$ cat src/common/lnbc_regs.svh
// register offsets, field positions, reset values and timing figures for the regulator control logic
`ifndef LNBC_REGS_SVH
`define LNBC_REGS_SVH
// ------------------------------------------------------------
// register byte offsets
// ------------------------------------------------------------
`define LNBC_OFS_STATUS   12'h000
`define LNBC_OFS_TONE     12'h004
`define LNBC_OFS_COMMAND  12'h008
`define LNBC_OFS_CONTROL  12'h00C
`define LNBC_OFS_EVENTS   12'h010
// ------------------------------------------------------------
// field positions
// ------------------------------------------------------------
`define LNBC_ST_BCF       0
`define LNBC_ST_OLF       1
`define LNBC_ST_UVF       2
`define LNBC_ST_OTF       4
`define LNBC_TN_TTH       5
`define LNBC_TN_TONE_PASSTHROUGH_SELECT      6
`define LNBC_TN_ENT       7
`define LNBC_CM_ISL       0
`define LNBC_CM_ISH       1
`define LNBC_CM_VSP       3
`define LNBC_CM_DCL       4
`define LNBC_CT_LOW_RANGE_FINE_BIT      0
`define LNBC_CT_HIGH_RANGE_FINE_BIT      1
`define LNBC_CT_EN        4
`define LNBC_RST_VAL      8'h00
// ------------------------------------------------------------
// timing figures
// ------------------------------------------------------------
`define LNBC_CLK_MHZ      250
`define LNBC_TONE_HZ      22000
`define LNBC_OSC_MULT     20
`define LNBC_DLY_NS       23000
`define LNBC_TOFF_MS      900
`define LNBC_TON_MS       20
`define LNBC_BC_SENSE_US  100
`define LNBC_BC_OFF_MS    5
`define LNBC_SOFT_US      1000
`define LNBC_DLY_CYC      ((`LNBC_DLY_NS * `LNBC_CLK_MHZ + 999) / 1000)
`define LNBC_TOFF_CYC     (`LNBC_TOFF_MS * 1000 * `LNBC_CLK_MHZ)
`define LNBC_TON_CYC      (`LNBC_TON_MS * 1000 * `LNBC_CLK_MHZ)
`define LNBC_BCS_CYC      (`LNBC_BC_SENSE_US * `LNBC_CLK_MHZ)
`define LNBC_BCO_CYC      (`LNBC_BC_OFF_MS * 1000 * `LNBC_CLK_MHZ)
`define LNBC_SOFT_CYC     (`LNBC_SOFT_US * `LNBC_CLK_MHZ)
`define LNBC_OSC_HALF     (`LNBC_CLK_MHZ * 1000000 / (2 * `LNBC_TONE_HZ * `LNBC_OSC_MULT))
`endif

$ cat src/common/lnbc_pkg.sv
// types shared by the regulator control logic
package lnbc_pkg;
  typedef enum logic [1:0] {
    LNBC_V13 = 2'b00,
    LNBC_V14 = 2'b01,
    LNBC_V18 = 2'b10,
    LNBC_V19 = 2'b11
  } lnbc_vsel_t;

  typedef enum logic [1:0] {
    LNBC_OL_IDLE = 2'b00,
    LNBC_OL_WAIT = 2'b01,
    LNBC_OL_OFF  = 2'b10,
    LNBC_OL_ON   = 2'b11
  } lnbc_ol_state_t;

  typedef struct packed {
    logic       overload;
    logic       clamp;
    logic       back_cur;
    logic       over_temp_hi;
    logic       cooled_lo;
    logic       supply_ok;
  } lnbc_sense_t;

  typedef struct packed {
    logic       boost_en;
    logic       linear_en;
    logic       current_clamp;
    lnbc_vsel_t vsel;
    logic [1:0] ilim_sel;
    logic       tone;
  } lnbc_drive_t;
endpackage

$ cat src/hw/lnbc_core.sv
// control logic of a single-output antenna supply regulator with an APB register slave
//
// The register addresses and register access over APB were chosen for this implementation.
`timescale 1ns/1ps
`include "lnbc_regs.svh"

module lnbc_core #(
  parameter int unsigned DLY_CYC  = `LNBC_DLY_CYC,
  parameter int unsigned TOFF_CYC = `LNBC_TOFF_CYC,
  parameter int unsigned TON_CYC  = `LNBC_TON_CYC,
  parameter int unsigned BCS_CYC  = `LNBC_BCS_CYC,
  parameter int unsigned BCO_CYC  = `LNBC_BCO_CYC,
  parameter int unsigned SOFT_CYC = `LNBC_SOFT_CYC,
  parameter int unsigned OSC_HALF = `LNBC_OSC_HALF
) (
  input  wire logic                 mclk_in,
  input  wire logic                 rst_n_in,
  input  wire logic                 psel_in,
  input  wire logic                 penable_in,
  input  wire logic                 pwrite_in,
  input  wire logic [11:0]          paddr_in,
  input  wire logic [31:0]          pwdata_in,
  output logic      [31:0]          prdata_out,
  output logic                      pready_out,
  output logic                      pslverr_out,
  input  wire logic                 ext_modulation_pin_in,
  input  wire logic                 transmit_indicate_pin_in,
  input  wire logic                 range_select_pin_in,
  input  wire logic                 tone_detector_input_in,
  input  wire logic                 bus_reset_in,
  input  wire lnbc_pkg::lnbc_sense_t sense_in,
  output lnbc_pkg::lnbc_drive_t     drive_out,
  output logic                      converter_clk_out,
  output logic                      detect_thresh_hi_out,
  output logic                      tone_detected_out,
  output logic                      tone_detected_oe_n_out,
  output logic                      fault_out,
  output logic                      fault_oe_n_out
);
  // ------------------------------------------------------------
  // pin synchronisers
  // ------------------------------------------------------------
  localparam int NSYNC = 11;
  logic [NSYNC-1:0] pin_raw;
  logic [NSYNC-1:0] pin_m_q;
  logic [NSYNC-1:0] pin_s_q;
  assign pin_raw = {ext_modulation_pin_in, transmit_indicate_pin_in, range_select_pin_in,
                    tone_detector_input_in, bus_reset_in, sense_in};

  genvar gi;
  generate
    for (gi = 0; gi < NSYNC; gi++)
    begin : g_sync
      always_ff @(posedge mclk_in)
      begin
        if (!rst_n_in)
        begin
          pin_m_q[gi] <= 1'b0;
          pin_s_q[gi] <= 1'b0;
        end
        else
        begin
          pin_m_q[gi] <= pin_raw[gi];
          pin_s_q[gi] <= pin_m_q[gi];
        end
      end
    end
  endgenerate

  logic                  ext_modulation_pin_s;
  logic                  txt_s;
  logic                  rsel_s;
  logic                  tone_detector_input_s;
  logic                  busrst_s;
  lnbc_pkg::lnbc_sense_t sense_s;
  assign {ext_modulation_pin_s, txt_s, rsel_s, tone_detector_input_s, busrst_s, sense_s} = pin_s_q;

  // ------------------------------------------------------------
  // registers
  // ------------------------------------------------------------
  logic [7:0] tone_reg_q;
  logic [7:0] cmd_reg_q;
  logic [7:0] ctl_reg_q;
  logic       otf_q;
  logic       olf_q;
  logic       bcf_q;
  logic       soft_done_q;
  logic       wr_acc;
  logic       otf_rise;
  assign wr_acc   = psel_in && penable_in && pwrite_in;
  assign otf_rise = sense_s.over_temp_hi && !otf_q;

  always_ff @(posedge mclk_in)
  begin
    if (!rst_n_in || !sense_s.supply_ok)
    begin
      tone_reg_q <= `LNBC_RST_VAL;
      cmd_reg_q  <= `LNBC_RST_VAL;
      ctl_reg_q  <= `LNBC_RST_VAL;
    end
    else if (otf_rise)
    begin
      tone_reg_q <= `LNBC_RST_VAL;
      cmd_reg_q  <= `LNBC_RST_VAL;
      ctl_reg_q  <= `LNBC_RST_VAL;
    end
    else if (wr_acc)
    begin
      if (paddr_in == `LNBC_OFS_TONE)
        tone_reg_q <= pwdata_in[7:0];
      if (paddr_in == `LNBC_OFS_COMMAND)
        cmd_reg_q <= pwdata_in[7:0];
      if (paddr_in == `LNBC_OFS_CONTROL)
        ctl_reg_q <= pwdata_in[7:0];
    end
  end

  logic tone_on_bit;
  logic tone_passthrough_select;
  logic static_limit_bit;
  logic pin_override_disable;
  logic en;
  assign tone_on_bit   = tone_reg_q[`LNBC_TN_ENT];
  assign tone_passthrough_select  = tone_reg_q[`LNBC_TN_TONE_PASSTHROUGH_SELECT];
  assign static_limit_bit   = cmd_reg_q[`LNBC_CM_DCL];
  assign pin_override_disable = cmd_reg_q[`LNBC_CM_VSP];
  assign en    = ctl_reg_q[`LNBC_CT_EN];

  // ------------------------------------------------------------
  // apb read path
  // ------------------------------------------------------------
  logic [7:0] status_v;
  always_comb
  begin
    status_v = 8'h00;
    status_v[`LNBC_ST_BCF] = bcf_q;
    status_v[`LNBC_ST_OLF] = olf_q;
    status_v[`LNBC_ST_UVF] = !sense_s.supply_ok;
    status_v[`LNBC_ST_OTF] = otf_q;
  end

  always_ff @(posedge mclk_in)
  begin
    if (!rst_n_in)
    begin
      prdata_out  <= 32'h0000_0000;
      pready_out  <= 1'b0;
      pslverr_out <= 1'b0;
    end
    else
    begin
      pready_out  <= psel_in && !penable_in;
      pslverr_out <= 1'b0;
      prdata_out  <= 32'h0000_0000;
      if (psel_in && !penable_in)
      begin
        case (paddr_in)
          `LNBC_OFS_STATUS:  prdata_out <= {24'h00_0000, status_v};
          `LNBC_OFS_TONE:    prdata_out <= {24'h00_0000, tone_reg_q};
          `LNBC_OFS_COMMAND: prdata_out <= {24'h00_0000, cmd_reg_q};
          `LNBC_OFS_CONTROL: prdata_out <= {24'h00_0000, ctl_reg_q};
          `LNBC_OFS_EVENTS:  prdata_out <= {28'h000_0000, busrst_s, soft_done_q, tone_detector_input_s, txt_s};
          default:           pslverr_out <= 1'b1;
        endcase
      end
    end
  end

  // ------------------------------------------------------------
  // oscillator: converter clock and tone
  // ------------------------------------------------------------
  logic [15:0] osc_cnt_q;
  logic [4:0]  osc_div_q;
  logic        conv_q;
  logic        tone_q;
  always_ff @(posedge mclk_in)
  begin
    if (!rst_n_in)
    begin
      osc_cnt_q <= 16'h0000;
      osc_div_q <= 5'h00;
      conv_q    <= 1'b0;
      tone_q    <= 1'b0;
    end
    else if (osc_cnt_q == 16'(OSC_HALF - 1))
    begin
      osc_cnt_q <= 16'h0000;
      conv_q    <= !conv_q;
      if (osc_div_q == 5'(`LNBC_OSC_MULT - 1))
      begin
        osc_div_q <= 5'h00;
        tone_q    <= !tone_q;
      end
      else
        osc_div_q <= osc_div_q + 5'h01;
    end
    else
      osc_cnt_q <= osc_cnt_q + 16'h0001;
  end

  logic tone_d;
  always_comb
  begin
    if (tone_on_bit)
      tone_d = tone_q;
    else if (tone_passthrough_select)
      tone_d = ext_modulation_pin_s;
    else
      tone_d = tone_q && ext_modulation_pin_s;
  end

  // ------------------------------------------------------------
  // soft-start and thermal
  // ------------------------------------------------------------
  logic [31:0] soft_cnt_q;
  always_ff @(posedge mclk_in)
  begin
    if (!rst_n_in || !sense_s.supply_ok)
    begin
      soft_cnt_q  <= 32'h0000_0000;
      soft_done_q <= 1'b0;
    end
    else if (!soft_done_q)
    begin
      soft_cnt_q  <= soft_cnt_q + 32'h0000_0001;
      soft_done_q <= (soft_cnt_q == 32'(SOFT_CYC - 1));
    end
  end

  always_ff @(posedge mclk_in)
  begin
    if (!rst_n_in)
      otf_q <= 1'b0;
    else if (sense_s.over_temp_hi)
      otf_q <= 1'b1;
    else if (sense_s.cooled_lo)
      otf_q <= 1'b0;
  end

  // ------------------------------------------------------------
  // overload protection
  // ------------------------------------------------------------
  lnbc_pkg::lnbc_ol_state_t ol_q;
  logic [31:0]              ol_cnt_q;
  logic                     ol_seen_q;
  logic                     run_ok;
  assign run_ok = en && sense_s.supply_ok && !otf_q && soft_done_q;

  always_ff @(posedge mclk_in)
  begin
    if (!rst_n_in || !run_ok || static_limit_bit)
    begin
      ol_q      <= lnbc_pkg::LNBC_OL_IDLE;
      ol_cnt_q  <= 32'h0000_0000;
      ol_seen_q <= 1'b0;
    end
    else
    begin
      ol_cnt_q <= ol_cnt_q + 32'h0000_0001;
      case (ol_q)
        lnbc_pkg::LNBC_OL_IDLE:
        begin
          ol_cnt_q <= 32'h0000_0000;
          if (sense_s.overload)
            ol_q <= lnbc_pkg::LNBC_OL_WAIT;
        end
        lnbc_pkg::LNBC_OL_WAIT:
        begin
          if (!sense_s.overload)
            ol_q <= lnbc_pkg::LNBC_OL_IDLE;
          else if (ol_cnt_q == 32'(DLY_CYC - 1))
          begin
            ol_q     <= lnbc_pkg::LNBC_OL_OFF;
            ol_cnt_q <= 32'h0000_0000;
          end
        end
        lnbc_pkg::LNBC_OL_OFF:
        begin
          if (ol_cnt_q == 32'(TOFF_CYC - 1))
          begin
            ol_q      <= lnbc_pkg::LNBC_OL_ON;
            ol_cnt_q  <= 32'h0000_0000;
            ol_seen_q <= 1'b0;
          end
        end
        lnbc_pkg::LNBC_OL_ON:
        begin
          if (sense_s.overload)
            ol_seen_q <= 1'b1;
          if (ol_cnt_q == 32'(TON_CYC - 1))
          begin
            ol_cnt_q <= 32'h0000_0000;
            if (ol_seen_q || sense_s.overload)
              ol_q <= lnbc_pkg::LNBC_OL_OFF;
            else
              ol_q <= lnbc_pkg::LNBC_OL_IDLE;
          end
        end
        default: ol_q <= lnbc_pkg::LNBC_OL_IDLE;
      endcase
    end
  end

  always_ff @(posedge mclk_in)
  begin
    if (!rst_n_in || !soft_done_q)
      olf_q <= 1'b0;
    else if (static_limit_bit)
      olf_q <= sense_s.clamp;
    else if (ol_q == lnbc_pkg::LNBC_OL_WAIT && ol_cnt_q == 32'(DLY_CYC - 1) && sense_s.overload)
      olf_q <= 1'b1;
    else if (ol_q == lnbc_pkg::LNBC_OL_IDLE)
      olf_q <= 1'b0;
  end

  // ------------------------------------------------------------
  // back-current cycling
  // ------------------------------------------------------------
  logic [31:0] bc_cnt_q;
  logic        bc_off_q;
  always_ff @(posedge mclk_in)
  begin
    if (!rst_n_in || !run_ok)
    begin
      bc_cnt_q <= 32'h0000_0000;
      bc_off_q <= 1'b0;
    end
    else if (bc_off_q)
    begin
      bc_cnt_q <= bc_cnt_q + 32'h0000_0001;
      if (bc_cnt_q == 32'(BCO_CYC - 1))
      begin
        bc_off_q <= 1'b0;
        bc_cnt_q <= 32'h0000_0000;
      end
    end
    else if (!sense_s.back_cur)
      bc_cnt_q <= 32'h0000_0000;
    else if (bc_cnt_q == 32'(BCS_CYC - 1))
    begin
      bc_off_q <= 1'b1;
      bc_cnt_q <= 32'h0000_0000;
    end
    else
      bc_cnt_q <= bc_cnt_q + 32'h0000_0001;
  end

  always_ff @(posedge mclk_in)
  begin
    if (!rst_n_in || !soft_done_q)
      bcf_q <= 1'b0;
    else if (bc_off_q)
      bcf_q <= 1'b1;
    else if (!sense_s.back_cur && bc_cnt_q == 32'h0000_0000)
      bcf_q <= 1'b0;
  end

  // ------------------------------------------------------------
  // outputs
  // ------------------------------------------------------------
  logic power_on;
  logic rng_hi;
  logic fine;
  assign power_on = run_ok && !bc_off_q && (ol_q != lnbc_pkg::LNBC_OL_OFF);
  assign rng_hi   = pin_override_disable ? ctl_reg_q[`LNBC_CT_HIGH_RANGE_FINE_BIT] : rsel_s;
  // register mode takes the low bit as the fine step; pin mode takes the fine bit of the chosen band
  assign fine     = (rng_hi && !pin_override_disable) ? ctl_reg_q[`LNBC_CT_HIGH_RANGE_FINE_BIT] : ctl_reg_q[`LNBC_CT_LOW_RANGE_FINE_BIT];

  logic fault_d;
  assign fault_d = otf_q || olf_q || bcf_q || !sense_s.supply_ok || busrst_s;

  always_ff @(posedge mclk_in)
  begin
    if (!rst_n_in)
    begin
      drive_out              <= '0;
      converter_clk_out      <= 1'b0;
      detect_thresh_hi_out   <= 1'b0;
      tone_detected_out      <= 1'b0;
      tone_detected_oe_n_out <= 1'b1;
      fault_out              <= 1'b0;
      fault_oe_n_out         <= 1'b1;
    end
    else
    begin
      drive_out.boost_en      <= power_on;
      drive_out.linear_en     <= power_on;
      drive_out.current_clamp <= static_limit_bit || (ol_q == lnbc_pkg::LNBC_OL_ON);
      drive_out.vsel          <= lnbc_pkg::lnbc_vsel_t'({rng_hi, fine});
      drive_out.ilim_sel      <= {cmd_reg_q[`LNBC_CM_ISH], cmd_reg_q[`LNBC_CM_ISL]};
      drive_out.tone          <= power_on && tone_d;
      converter_clk_out       <= sense_s.supply_ok && conv_q;
      detect_thresh_hi_out    <= txt_s;
      tone_detected_out       <= 1'b0;
      tone_detected_oe_n_out  <= !tone_detector_input_s;
      fault_out               <= 1'b0;
      fault_oe_n_out          <= !fault_d;
    end
  end

  // ------------------------------------------------------------
  // checks
  // ------------------------------------------------------------
  a_shutdown_boost: assert property (@(posedge mclk_in) disable iff (!rst_n_in)
    !en |=> !drive_out.boost_en) else $error("boost on while disabled");
  a_otf_clears_regs: assert property (@(posedge mclk_in) disable iff (!rst_n_in)
    otf_rise |=> ctl_reg_q == 8'h00 && cmd_reg_q == 8'h00) else $error("regs kept on overtemp");
  a_ol_flag_set: assert property (@(posedge mclk_in) disable iff (!rst_n_in)
    $rose(ol_q == lnbc_pkg::LNBC_OL_OFF) |-> olf_q) else $error("overload flag missing");
  a_static_flag: assert property (@(posedge mclk_in) disable iff (!rst_n_in)
    static_limit_bit && soft_done_q && $past(static_limit_bit) && $past(soft_done_q) |->
    olf_q == $past(sense_s.clamp)) else $error("static flag wrong");
  a_tone_cont: assert property (@(posedge mclk_in) disable iff (!rst_n_in)
    tone_on_bit && power_on |=> drive_out.tone == $past(tone_q)) else $error("tone not continuous");
  a_tone_pass: assert property (@(posedge mclk_in) disable iff (!rst_n_in)
    !tone_on_bit && tone_passthrough_select && power_on |=> drive_out.tone == $past(ext_modulation_pin_s)) else $error("passthrough wrong");
  a_tone_gate: assert property (@(posedge mclk_in) disable iff (!rst_n_in)
    !tone_on_bit && !tone_passthrough_select && !ext_modulation_pin_s |=> !drive_out.tone) else $error("tone not gated");
  a_tone_detected_out_low: assert property (@(posedge mclk_in) disable iff (!rst_n_in)
    tone_detector_input_s |=> !tone_detected_oe_n_out) else $error("detect pin released");
  a_fault_pin: assert property (@(posedge mclk_in) disable iff (!rst_n_in)
    otf_q |=> !fault_oe_n_out) else $error("fault pin released");
  a_bc_off: assert property (@(posedge mclk_in) disable iff (!rst_n_in)
    bc_off_q |=> !drive_out.boost_en) else $error("output on in back off");
  a_volt_reg: assert property (@(posedge mclk_in) disable iff (!rst_n_in)
    pin_override_disable |=> drive_out.vsel == $past(ctl_reg_q[1:0])) else $error("voltage bits wrong");
  c_ol_cycle: cover property (@(posedge mclk_in) ol_q == lnbc_pkg::LNBC_OL_ON && sense_s.overload);
  c_ol_recover: cover property (@(posedge mclk_in) $fell(olf_q));
  c_bc_cycle: cover property (@(posedge mclk_in) $rose(bc_off_q));
  c_otf_event: cover property (@(posedge mclk_in) otf_rise);
endmodule // lnbc_core

$ cat config.mk
export PLATFORM = sky130hd
export DESIGN_NAME = lnbc_core
export DESIGN_NICKNAME = d
export VERILOG_FILES = /design/src/common/lnbc_pkg.sv /design/src/hw/lnbc_core.sv
export VERILOG_INCLUDE_DIRS = /design/src /design/src/common
export SDC_FILE = /design/constraint.sdc
export NUM_CORES = 1
export LEC_CHECK = 0
export ABC_AREA = 1
export BUFFER_PORTS_ARGS = -buffer_cell sky130_fd_sc_hd__buf_2
export CAP_MARGIN = 40
export CORE_ASPECT_RATIO = 1.75
export CORE_MARGIN = 1
export CORE_UTILIZATION = 63
export DETAILED_ROUTE_END_ITERATION = 16
export GPL_TIMING_DRIVEN = 0
export HOLD_SLACK_MARGIN = 0.1
export PLACE_DENSITY = 0.85
export SLEW_MARGIN = 25
export SYNTH_ARGS = -nofsm -noshare
export SYNTH_HDL_FRONTEND = slang
export SYNTH_SLANG_ARGS = --single-unit
export TNS_END_PERCENT = 20
$ cat constraint.sdc
create_clock -name mclk_in -period 2.85 [get_ports mclk_in]
set_input_delay 0.57 -clock mclk_in [delete_from_list [all_inputs] [get_ports mclk_in]]
set_output_delay 0.57 -clock mclk_in [all_outputs]
set_load 0.05 [all_outputs]
### Word level (Yosys, flattened, before mapping)

Cells that the tools add are included.

| word-level totals | value |
|---|---|
| input bits | 60 |
| logic and storage cells | 172 |
| bits in registers | 218 |

| cells by class | value |
|---|---|
| reductions and logical operators | 56 |
| equality and inequality tests | 21 |
| bitwise operators | 1 |
| $add $sub $neg | 5 |
| muxes and demuxes | 38 |

Operators by type and width:

| operator | count |
|---|---|
| 32-bit two-way mux | 8 |
| 32-bit case mux with 4 select lines | 1 |
| 32-bit by 1-bit adder with 32-bit output (second input constant) | 3 |
| 8-bit case mux with 5 select lines | 1 |
| 32-bit by 13-bit == test with 1-bit output (second input constant) | 1 |
| 32-bit by 15-bit == test with 1-bit output (second input constant) | 1 |
| 32-bit by 18-bit == test with 1-bit output (second input constant) | 1 |
| 32-bit by 21-bit == test with 1-bit output (second input constant) | 1 |
| 32-bit by 23-bit == test with 1-bit output (second input constant) | 1 |
| 32-bit by 28-bit == test with 1-bit output (second input constant) | 1 |
| 32-bit zero test | 1 |
| 12-bit by 4-bit == test with 1-bit output (second input constant) | 2 |
| 1-bit two-way mux | 19 |
| 16-bit by 1-bit adder with 16-bit output (second input constant) | 1 |
| 16-bit by 9-bit == test with 1-bit output (second input constant) | 1 |
| 1-bit logical AND | 16 |
| 1-bit zero test | 13 |
| 12-bit by 3-bit == test with 1-bit output (second input constant) | 1 |
| 12-bit by 5-bit == test with 1-bit output (second input constant) | 1 |
| 12-bit zero test | 1 |
| 2-bit two-way mux | 6 |
| 1-bit logical OR | 10 |
| 2-bit != test (second input constant) | 5 |
| 2-bit AND reduction | 5 |
| 16 further kinds | 20 |

### Logic depth before layout (Yosys ltp)

Gate-level depths: netlist of run 1.

| depth | value |
|---|---|
| word-level depth | 6 |
| gate-level depth with buffers | 12 |
| gate-level depth less buffers | 12 |

### Worst setup path before layout of run 1

OpenSTA, ideal clock, no wires.

| timing path | value |
|---|---|
| path kind | in2reg |
| start | in paddr_in[2] |
| end | reg cmd_reg_q[2] |
| arrival | 1.601 ns |
| stages on the path | 9 |
| buffers on the path | 1 |
| slack | 1.117 ns |
| library setup time | 0.132 ns |
| required time | 2.718 ns |
| path through | buf_2 -> inv_1 -> nand3_1 -> nor2_1 -> nand2_1 -> nor2_2 -> inv_1 -> nand2_1 -> a21oi_1 |

| between the ends | value |
|---|---|
| word-level cells in the longest chain between the ends | 2 |

Ends and longest elaborated chain:

| item | RTL line | text |
|---|---|---|
| from (decl) | lnbc_core.sv:21 | `input wire logic [11:0] paddr_in,` |
| 12-bit by 4-bit == test with 1-bit output | -- |  |
| 2-bit AND reduction (no line) | -- |  |
| to (signal assigned) | lnbc_core.sv:98 | `` cmd_reg_q <= `LNBC_RST_VAL; `` |
| to (signal assigned) | lnbc_core.sv:104 | `` cmd_reg_q <= `LNBC_RST_VAL; `` |
| to (signal assigned) | lnbc_core.sv:112 | `cmd_reg_q <= pwdata_in[7:0];` |
| to (decl) | lnbc_core.sv:82 | `logic [7:0] cmd_reg_q;` |

Every way passes these cells.
A chain may end at the register's enable or synchronous reset.

### Worst setup path in the final report of run 1

| timing path | value |
|---|---|
| start | reg ol_cnt_q[0] |
| end | reg ol_cnt_q[30] |

| between the ends | value |
|---|---|
| word-level cells in the longest chain between the ends | 4 |

Ends and longest elaborated chain:

| item | RTL line | text |
|---|---|---|
| from (decl) | lnbc_core.sv:244 | `logic [31:0] ol_cnt_q;` |
| from (signal assigned) | lnbc_core.sv:259 | `ol_cnt_q <= ol_cnt_q + 32'h0000_0001;` |
| 32-bit by 1-bit adder with 32-bit output or 32-bit by 13-bit == test with 1-bit output (tied branches) | lnbc_core.sv:259, lnbc_core.sv:271 |  |
| 32-bit two-way mux | lnbc_core.sv:271 | `else if (ol_cnt_q == 32'(DLY_CYC - 1))` |
| 32-bit two-way mux | lnbc_core.sv:269 | `if (!sense_s.overload)` |
| 32-bit case mux with 4 select lines * | lnbc_core.sv:260 | `case (ol_q)` |

Mark *: on every way between the ends. The rest lies on a longest branch, timed or not.

==> results of run 1 <==
==> routing by layer <==
metal	global-route usage (%)	vias up	part of all wire (%)
li1	-	4593	-
met1	30.0	4071	37
met2	57.1	282	53
met3	4.95	97	4.5
met4	20.9	2	5.7
met5	0	-	0.056
==> cell usage in the layout (no fill, tap or decap), drive strengths merged <==
master	count
xnor2	7
conb	26
nor4	10
clkinv	5
or2	1
nor3b	3
nand3	76
nand2	335
o21ba	1
inv	199
and3	1
o22ai	3
buf	94
a31oi	1
o41ai	1
xor2	41
nor3	60
ha	7
a211oi	1
nand4	40
nor2	255
clkinvlp	2
a21oi	80
o221a	1
o21a	2
nand3b	2
o211ai	3
clkbuf	27
o31ai	1
o21ai	38
dfxtp	194
==> worst min-delay path: cells and delay by family <==
| family | cells | cell delay, ps |
|---|---|---|
| simple gates | 1 | 40 |
| buf+inv | 2 | 110 |
==> synth_stat cells, types with 5 or more instances <==
library cell	number	area, sq um
xor2_1	41	359
buf_4	30	225
inv_1	189	709
a21oi_1	80	400
ha_1	7	87.6
o21ai_0	38	190
xnor2_1	7	61.3
nor3_1	58	290
nand3_1	73	365
buf_2	5	25.0
dfxtp_1	194	3880
nor4_1	10	62.6
nand4_1	40	250
nor2_2	6	37.5
nor2_1	247	927
nand2_1	332	1250
clkbuf_1	10	37.5
==> registers in the layout, indices dropped and copies added (netlist names), 2 cells and up <==
| signal | flops |
|---|---|
| bc_cnt_q | 32 |
| pin_m_q | 11 |
| ol_cnt_q | 32 |
| ol_q | 2 |
| ctl_reg_q | 8 |
| prdata_out | 8 |
| osc_div_q | 5 |
| soft_cnt_q | 32 |
| tone_reg_q | 8 |
| drive_out | 7 |
| cmd_reg_q | 8 |
| pin_s_q | 6 |
| osc_cnt_q | 16 |
==> power groups by stage <==
stage / Combinational [mW] / Sequential (mW) / Clock, mW
6_report: 0.229 / 2.74 / 2.36
5_1_grt: 0.246 / 2.74 / 2.49
4_1_cts: 0.228 / 2.74 / 2.38
3_5_place_dp: 0.226 / 2.80 / 0
3_3_place_gp: 0.224 / 2.80 / 0
2_1_floorplan: 0.158 / 2.81 / 0
==> worst paths after layout <==
kind,startpoint,end,slack (ps),cells after the start
max,ol_cnt_q[0]$_SDFF_PP0_,ol_cnt_q[30]$_SDFF_PP0_,710,10
min,tone_detector_input_in,pin_m_q[7]$_SDFF_PN0_,310,3
max reg2reg,ol_cnt_q[0]$_SDFF_PP0_,ol_cnt_q[30]$_SDFF_PP0_,710,10
min reg2reg,pin_m_q[1]$_SDFF_PN0_,pin_s_q[1]$_SDFF_PN0_,420,2
==> kinds of logic after synthesis <==
kind of cell             count (synthesis)  synth area share [%]
buffers and inverters                  239                  11.0
flip-flops                             194                  41.1
AND/OR/NAND/NOR                        783                  35.2
XOR/XNOR                                48                  4.44
other                                    1                0.0396
AO/OA/AOI/OAI                          132                  7.38
adder cells (fa/ha/maj)                  7                 0.926
==> metrics by stage <==
stage | setup WS [ps] | util (%)
finish | 712 | 73.4
global route | 286 | 73.4
CTS | 713 | 73.4
detailed placement | 543 | 69.3
global placement | 568 | 69.3
floorplan | 1120 | -
==> area by class of cell <==
| cell class | instances | share of cell area (%) |
|---|---|---|
| well taps | 180 | 2.12 |
| multi-input cells | 996 | 43.5 |
| clock buffers | 17 | 4.00 |
| clock inverters | 15 | 1.54 |
| repair buffers | 56 | 2.63 |
| inverters | 191 | 6.73 |
| flip-flops and latches | 194 | 36.5 |
| plain buffers | 48 | 3.02 |
==> flow_summary_export.csv, run 1 <==
group,metric,value,unit
status,status,"finished clean",
cts,cts_hold_buf,0,
grt,grt_max_degree,21,
worst_setup_path,critical_path_buf_inv_count,0,
final_layout,layout-drive-gt1-share,9.69,%
final_layout,nNetsFinal,1571,
timing,finalCritPeriodShare,75.0,%
grt,grt_pass1_wl,37200,microns
worst_setup_path,crit_chain,"ha_1 -> nand2_1 -> nor2_1 -> nand4_1 -> nor2_1 -> nand2_1 -> nor2_1 -> nand3_1 -> nor2_1 -> nor2_1",
grt,gr-total-overflow,0,
timing,rsz0062_at_grt,"false",
placement,portBuffers,56,
grt,grt_use_total,30.7,%
timing,maxSlewViolCount,0,
power_and_ir_drop,p_int,3.97,mW
worst_setup_path,crit_arrival,2480,ps
floorplanning,rows,58,
power_and_ir_drop,sequentialPowerShare,51.4,%
cts,clockRootBuffer,"clkbuf_16",
run,max_cap_violations,0,
worst_setup_path,cp_slowest_cell,"dfxtp_1",
placement,hpwl,18100,microns
floorplanning,die_w,94.6,microns
synth,synth_area,0.00946,sq mm
min_path,hp-class,"in2reg",
power_and_ir_drop,clkPwrFrac,44.3,%
power_and_ir_drop,p_per_area,501,mW/mm^2
synth,ys.flop_type,"dfxtp_1",
grt,antenna_found_initial,1,
power_and_ir_drop,p_comb_share,4.3,%
power_and_ir_drop,power.leakage,4.04,nW
worst_setup_path,end_kind,"register",
timing,fin_setup_tns,0,ps
placement,dpl-instance-area,0.0101,sq mm
final_layout,antenna_cells,0,
final_layout,layout-area-overhead-vs-synth,12.6,%
final_layout,finalInstanceArea,0.0106,sq mm
worst_setup_path,critPathTopFamily,"simple AND/OR/NAND/NOR gates",
cts,cts_buffer_depth,2,
power_and_ir_drop,p_sw,1.36,mW
floorplanning,start_util,65.2,%
cts,cts_tree,"built",
worst_setup_path,start_kind,"register",
drt,post-route-drc-count,0,
floorplanning,io_pins,108,
synth,yosysSeqAreaShare,41.1,%
timing,max_freq,468,MHz
power_and_ir_drop,total_power,5.33,mW
final_layout,num-fill-cells,1223,
worst_setup_path,cp_common_cell,"nor2_1",
drt,routed_wl,23400,microns
cts,clock_sinks,194,
final_layout,layout.cells.non_filler,1697,
final_layout,regArea,0.00388,sq mm
worst_setup_path,critPathKind,"reg2reg",
cts,clkTransAtPathRegs,80,ps
synth,async_reset_ff_share,0,%
drt,post_drt_wl_per_cell,13.8,microns
cts,post-cts-setup-buffer-count,0,
synth,synthCells,1404,
worst_setup_path,critPathMaxFanout,5,
cts,clk_latency,440,ps
grt,grt_pass1_vias,8600,
cts,htree_levels,4,
synth,synth-seq-cells,194,
drt,drt_iter0_markers,452,
worst_setup_path,cpPeakStageDelay,400,ps
power_and_ir_drop,switching_share,25.4,%
timing,whs,313,ps
cts,cts_buffers,17,
timing,worst_slew_pin_slew,661,ps
timing,fin_crit,2140,ps
placement,dp_cells,1665,
timing,fin_skew,15.2,ps
drt,routed_via_density,5.33,
timing,relSlewSlack,55.6,%
drt,dr.pass1.iters,8,
timing,hold_viol,0,
synth,synth_cell_types,38,
floorplanning,core_area,0.0145,sq mm
power_and_ir_drop,vdd_drop_max,0.000508,V
cts,cts.repair.resized,0,
synth,avgSynthCellArea,6.74,sq um
drt,final_antenna_net_count,0,
final_layout,multiInputGateArea,0.00463,sq mm
worst_setup_path,crit_required,3190,ps
floorplanning,dieArea,0.0155,sq mm
timing,setup_viol,0,
floorplanning,die_y,164,microns
synth,yosysWarnings,0,
placement,place_congestion,1.01,
synth,synth_edf_count,0,
drt,via_count,9045,
No activity file was read; power rests on OpenSTA's default activity.
==> run 2: changes to the inputs <==
Settings changed: ABC_AREA 1 to 0, CORE_UTILIZATION 63 to 52, PLACE_DENSITY 0.85 to 0.75.
Clock period 2.85 ns to 1.9 ns, I/O delays scaled along.
==> run 2 against run 1 <==
  * The run now ends with negative setup slack left
  * Utilization fell by 9.7 points
  * Count of clock-buffer cells in the layout rose by 1
  * Combinational power up 57%
  * Critical path depth fell by 4
  * Non-clock buffer count grew 40
  * Fmax down 8.4%
  * Clock skew is 2.7 ps lower
  * Area after synthesis decreased by 7.5%
  * Register-to-register slack lost 1100 ps
  * Sequential cell count is the same
  * Critical path type unchanged
  * Largest power group unchanged
==> flow_summary_export.csv, run 2 <==
group,metric,value,unit
synth,ys.flop_type,"dfxtp_1",
timing,postLayoutSetupSlackWorst,-434,ps
floorplanning,rows,62,
final_layout,post-route-util,63.6,%
cts,clk_latency,440,ps
drt,routed_via_density,5.42,
min_path,hp-class,"in2reg",
timing,maxSlewViolCount,0,
floorplanning,dieArea,0.0174,sq mm
synth,synth_area,0.00875,sq mm
cts,cts_buffer_depth,2,
worst_setup_path,end_kind,"register",
placement,place_congestion,0.869,
final_layout,reg_top3,"bc_cnt_q: 32 flops, ol_cnt_q: 32 flops, soft_cnt_q: 32 flops",
timing,fin_crit,2330,ps
worst_setup_path,critPathKind,"reg2reg",
timing,fin_setup_tns,-17740,ps
power_and_ir_drop,power.leakage,3.59,nW
synth,yosysWarnings,0,
worst_setup_path,crit_arrival,2660,ps
drt,dr_wl_met3,569,microns
timing,hold_viol,0,
placement,hpwl,13900,microns
timing,relSlewSlack,50.2,%
synth,yosysMostFrequentCell,"dfxtp_1",
grt,antenna_found_initial,0,
floorplanning,core_area,0.0164,sq mm
power_and_ir_drop,sequentialPowerShare,50.3,%
cts,clockRootBuffer,"clkbuf_16",
cts,clkTransAtPathRegs,80,ps
floorplanning,start_util,53.2,%
floorplanning,die_w,100,microns
final_layout,antenna_cells,0,
power_and_ir_drop,switching_share,23.6,%
grt,grt_pass1_vias,7017,
timing,rsz0062_at_grt,"true",
drt,highest_layer,"met4",
synth,synth-seq-cells,194,
drt,via_count,7139,
grt,grt_pass1_wl,32600,microns
synth,synthCells,963,
grt,gr-total-overflow,0,
final_layout,layout-area-overhead-vs-synth,19.6,%
placement,portBuffers,55,
synth,avgSynthCellArea,9.08,sq um
worst_setup_path,critPathMaxFanout,10,
cts,cts_buffers,17,
floorplanning,io_pins,108,
synth,yosys-top-cells-area,"dfxtp_1 44%, xnor2_1 5.4%, xor2_1 4.7%",
final_layout,final_common_cell,"dfxtp_1",
power_and_ir_drop,p_sw,1.93,mW
synth,synth_edf_count,0,
drt,post-route-drc-count,0,
timing,whs,141,ps
status,violations,"negative setup slack",
drt,drt_iter0_markers,270,
drt,post_drt_wl_per_cell,15.1,microns
synth,synth_largest_area_cell,"dfxtp_1",
power_and_ir_drop,p_int,6.24,mW
synth,netlist.area_leader.share,44.4,%
cts,cts_tree,"built",
synth,synthTopCellsByCount,"194 x dfxtp_1, 107 x nor2_1, 64 x nor3_1, 55 x nand2_1, 54 x xnor2_1",
drt,routed_wl,19900,microns
drt,dr.pass1.iters,7,
power_and_ir_drop,total_power,8.16,mW
final_layout,num-fill-cells,1369,
timing,setup_viol,69,
timing,worst_slew_pin_slew,741,ps
status,status,"finished, violations left",
cts,cts_hold_buf,0,
synth,async_reset_ff_share,0,%
power_and_ir_drop,clkPwrFrac,45.3,%
grt,grt_use_total,23.4,%
run,max_cap_violations,0,
synth,synth_cell_types,60,
final_layout,mostFrequentLayoutCells,"183 x dfxtp_1, 107 x nor2_1, 61 x buf_2",
worst_setup_path,start_kind,"register",
power_and_ir_drop,p_comb_share,4.4,%
final_layout,layout-drive-gt1-share,22.5,%
timing,max_freq,428,MHz
drt,drt-met1-wl,7730,microns
timing,fin_skew,12.5,ps
synth,yosysSeqAreaShare,44.4,%
cts,htree_levels,4,
cts,clock_sinks,194,
final_layout,nNetsFinal,1148,
drt,final_antenna_net_count,0,
power_and_ir_drop,vdd_drop_max,0.000620,V
grt,grt_max_degree,19,
floorplanning,die_y,174,microns
power_and_ir_drop,p_per_area,780,mW/mm^2
worst_setup_path,crit_required,2220,ps
timing,finalCritPeriodShare,123,%
drt,routed-wl-met2,11000,microns
-- run 2: what timing repair did --
item / in CTS / in global routing
pin swaps: 17 / 3
gates cloned: 3 / 0
resized for setup: 58 / 27
endpoints found under the setup margin: 116 / 109
setup buffers: 13 / 0
-- run 2: critical path: stages (launching register included) --
cell      delay [ps]
dfxtp_2          360
or4_1            520
or4_4            560
nand4b_4         210
nand4_1          280
buf_6            220
a21oi_2           70
-- run 2: area by class of cell --
type                       instances  area, sq um  share of cell area [%]
timing repair buffer              75          435                    4.16
clock buffer                      18          439                    4.20
tap                              224          280                    2.68
buffer                            69          482                    4.60
clock inverter                    14          170                    1.63
inverter                          24         90.1                   0.861
multi-input combinational        700         4660                    44.6
sequential                       194         3900                    37.3
-- run 2: worst paths after layout --
| kind | startpoint | end | slack [ps] | depth (start not counted) |
|---|---|---|---|---|
| worst max register to register | ol_cnt_q[26]$_SDFF_PP0_ | ol_cnt_q[17]$_SDFF_PP0_ | -430 | 6 |
| worst max-delay path | ol_cnt_q[26]$_SDFF_PP0_ | ol_cnt_q[17]$_SDFF_PP0_ | -430 | 6 |
| worst min-delay path | sense_in[5] | pin_m_q[5]$_SDFF_PN0_ | 140 | 2 |
| worst min register to register | tone_detector_input_s$_SDFF_PN0_ | tone_detected_oe_n_out$_SDFF_PN1_ | 380 | 1 |
-- run 2: layer usage --
layer / GRT usage [%] / vias to the layer above
li1: - / 3539
met1: 25.0 / 3405
met2: 44.7 / 156
met3: 3.75 / 39
met4: 9.18 / 0
met5: 0 / -
-- run 2: power by group through the flow --
| stage | sequential [mW] | clock, mW | combinational (mW) |
|---|---|---|---|
| final | 4.11 | 3.69 | 0.360 |
| after global routing | 4.11 | 3.92 | 0.382 |
| after CTS | 4.11 | 3.75 | 0.354 |
| after detailed placement | 4.21 | 0 | 0.333 |
| after global placement | 4.21 | 0 | 0.331 |
| after floorplan | 4.22 | 0 | 0.236 |
-- run 2: metrics by stage --
stage / area [sq um] / worst slack, ps / std cells
2_1_floorplan: 8840 / -262 / 988
3_3_place_gp: 9400 / -792 / 1267
3_5_place_dp: 9420 / -840 / 1271
4_1_cts: 10400 / -435 / 1318
5_1_grt: 10500 / -485 / 1318
6_report: 10500 / -434 / 1318
-- run 2: cell families after synthesis --
logic type / synth area share, %
AO/OA/AOI/OAI: 7.24
multiplexers: 3.43
AND/OR/NAND/NOR: 27.7
XOR/XNOR: 10.1
other: 0.0429
flip-flops: 44.4
adder cells (fa/ha/maj): 1.00
buffers and inverters: 6.11
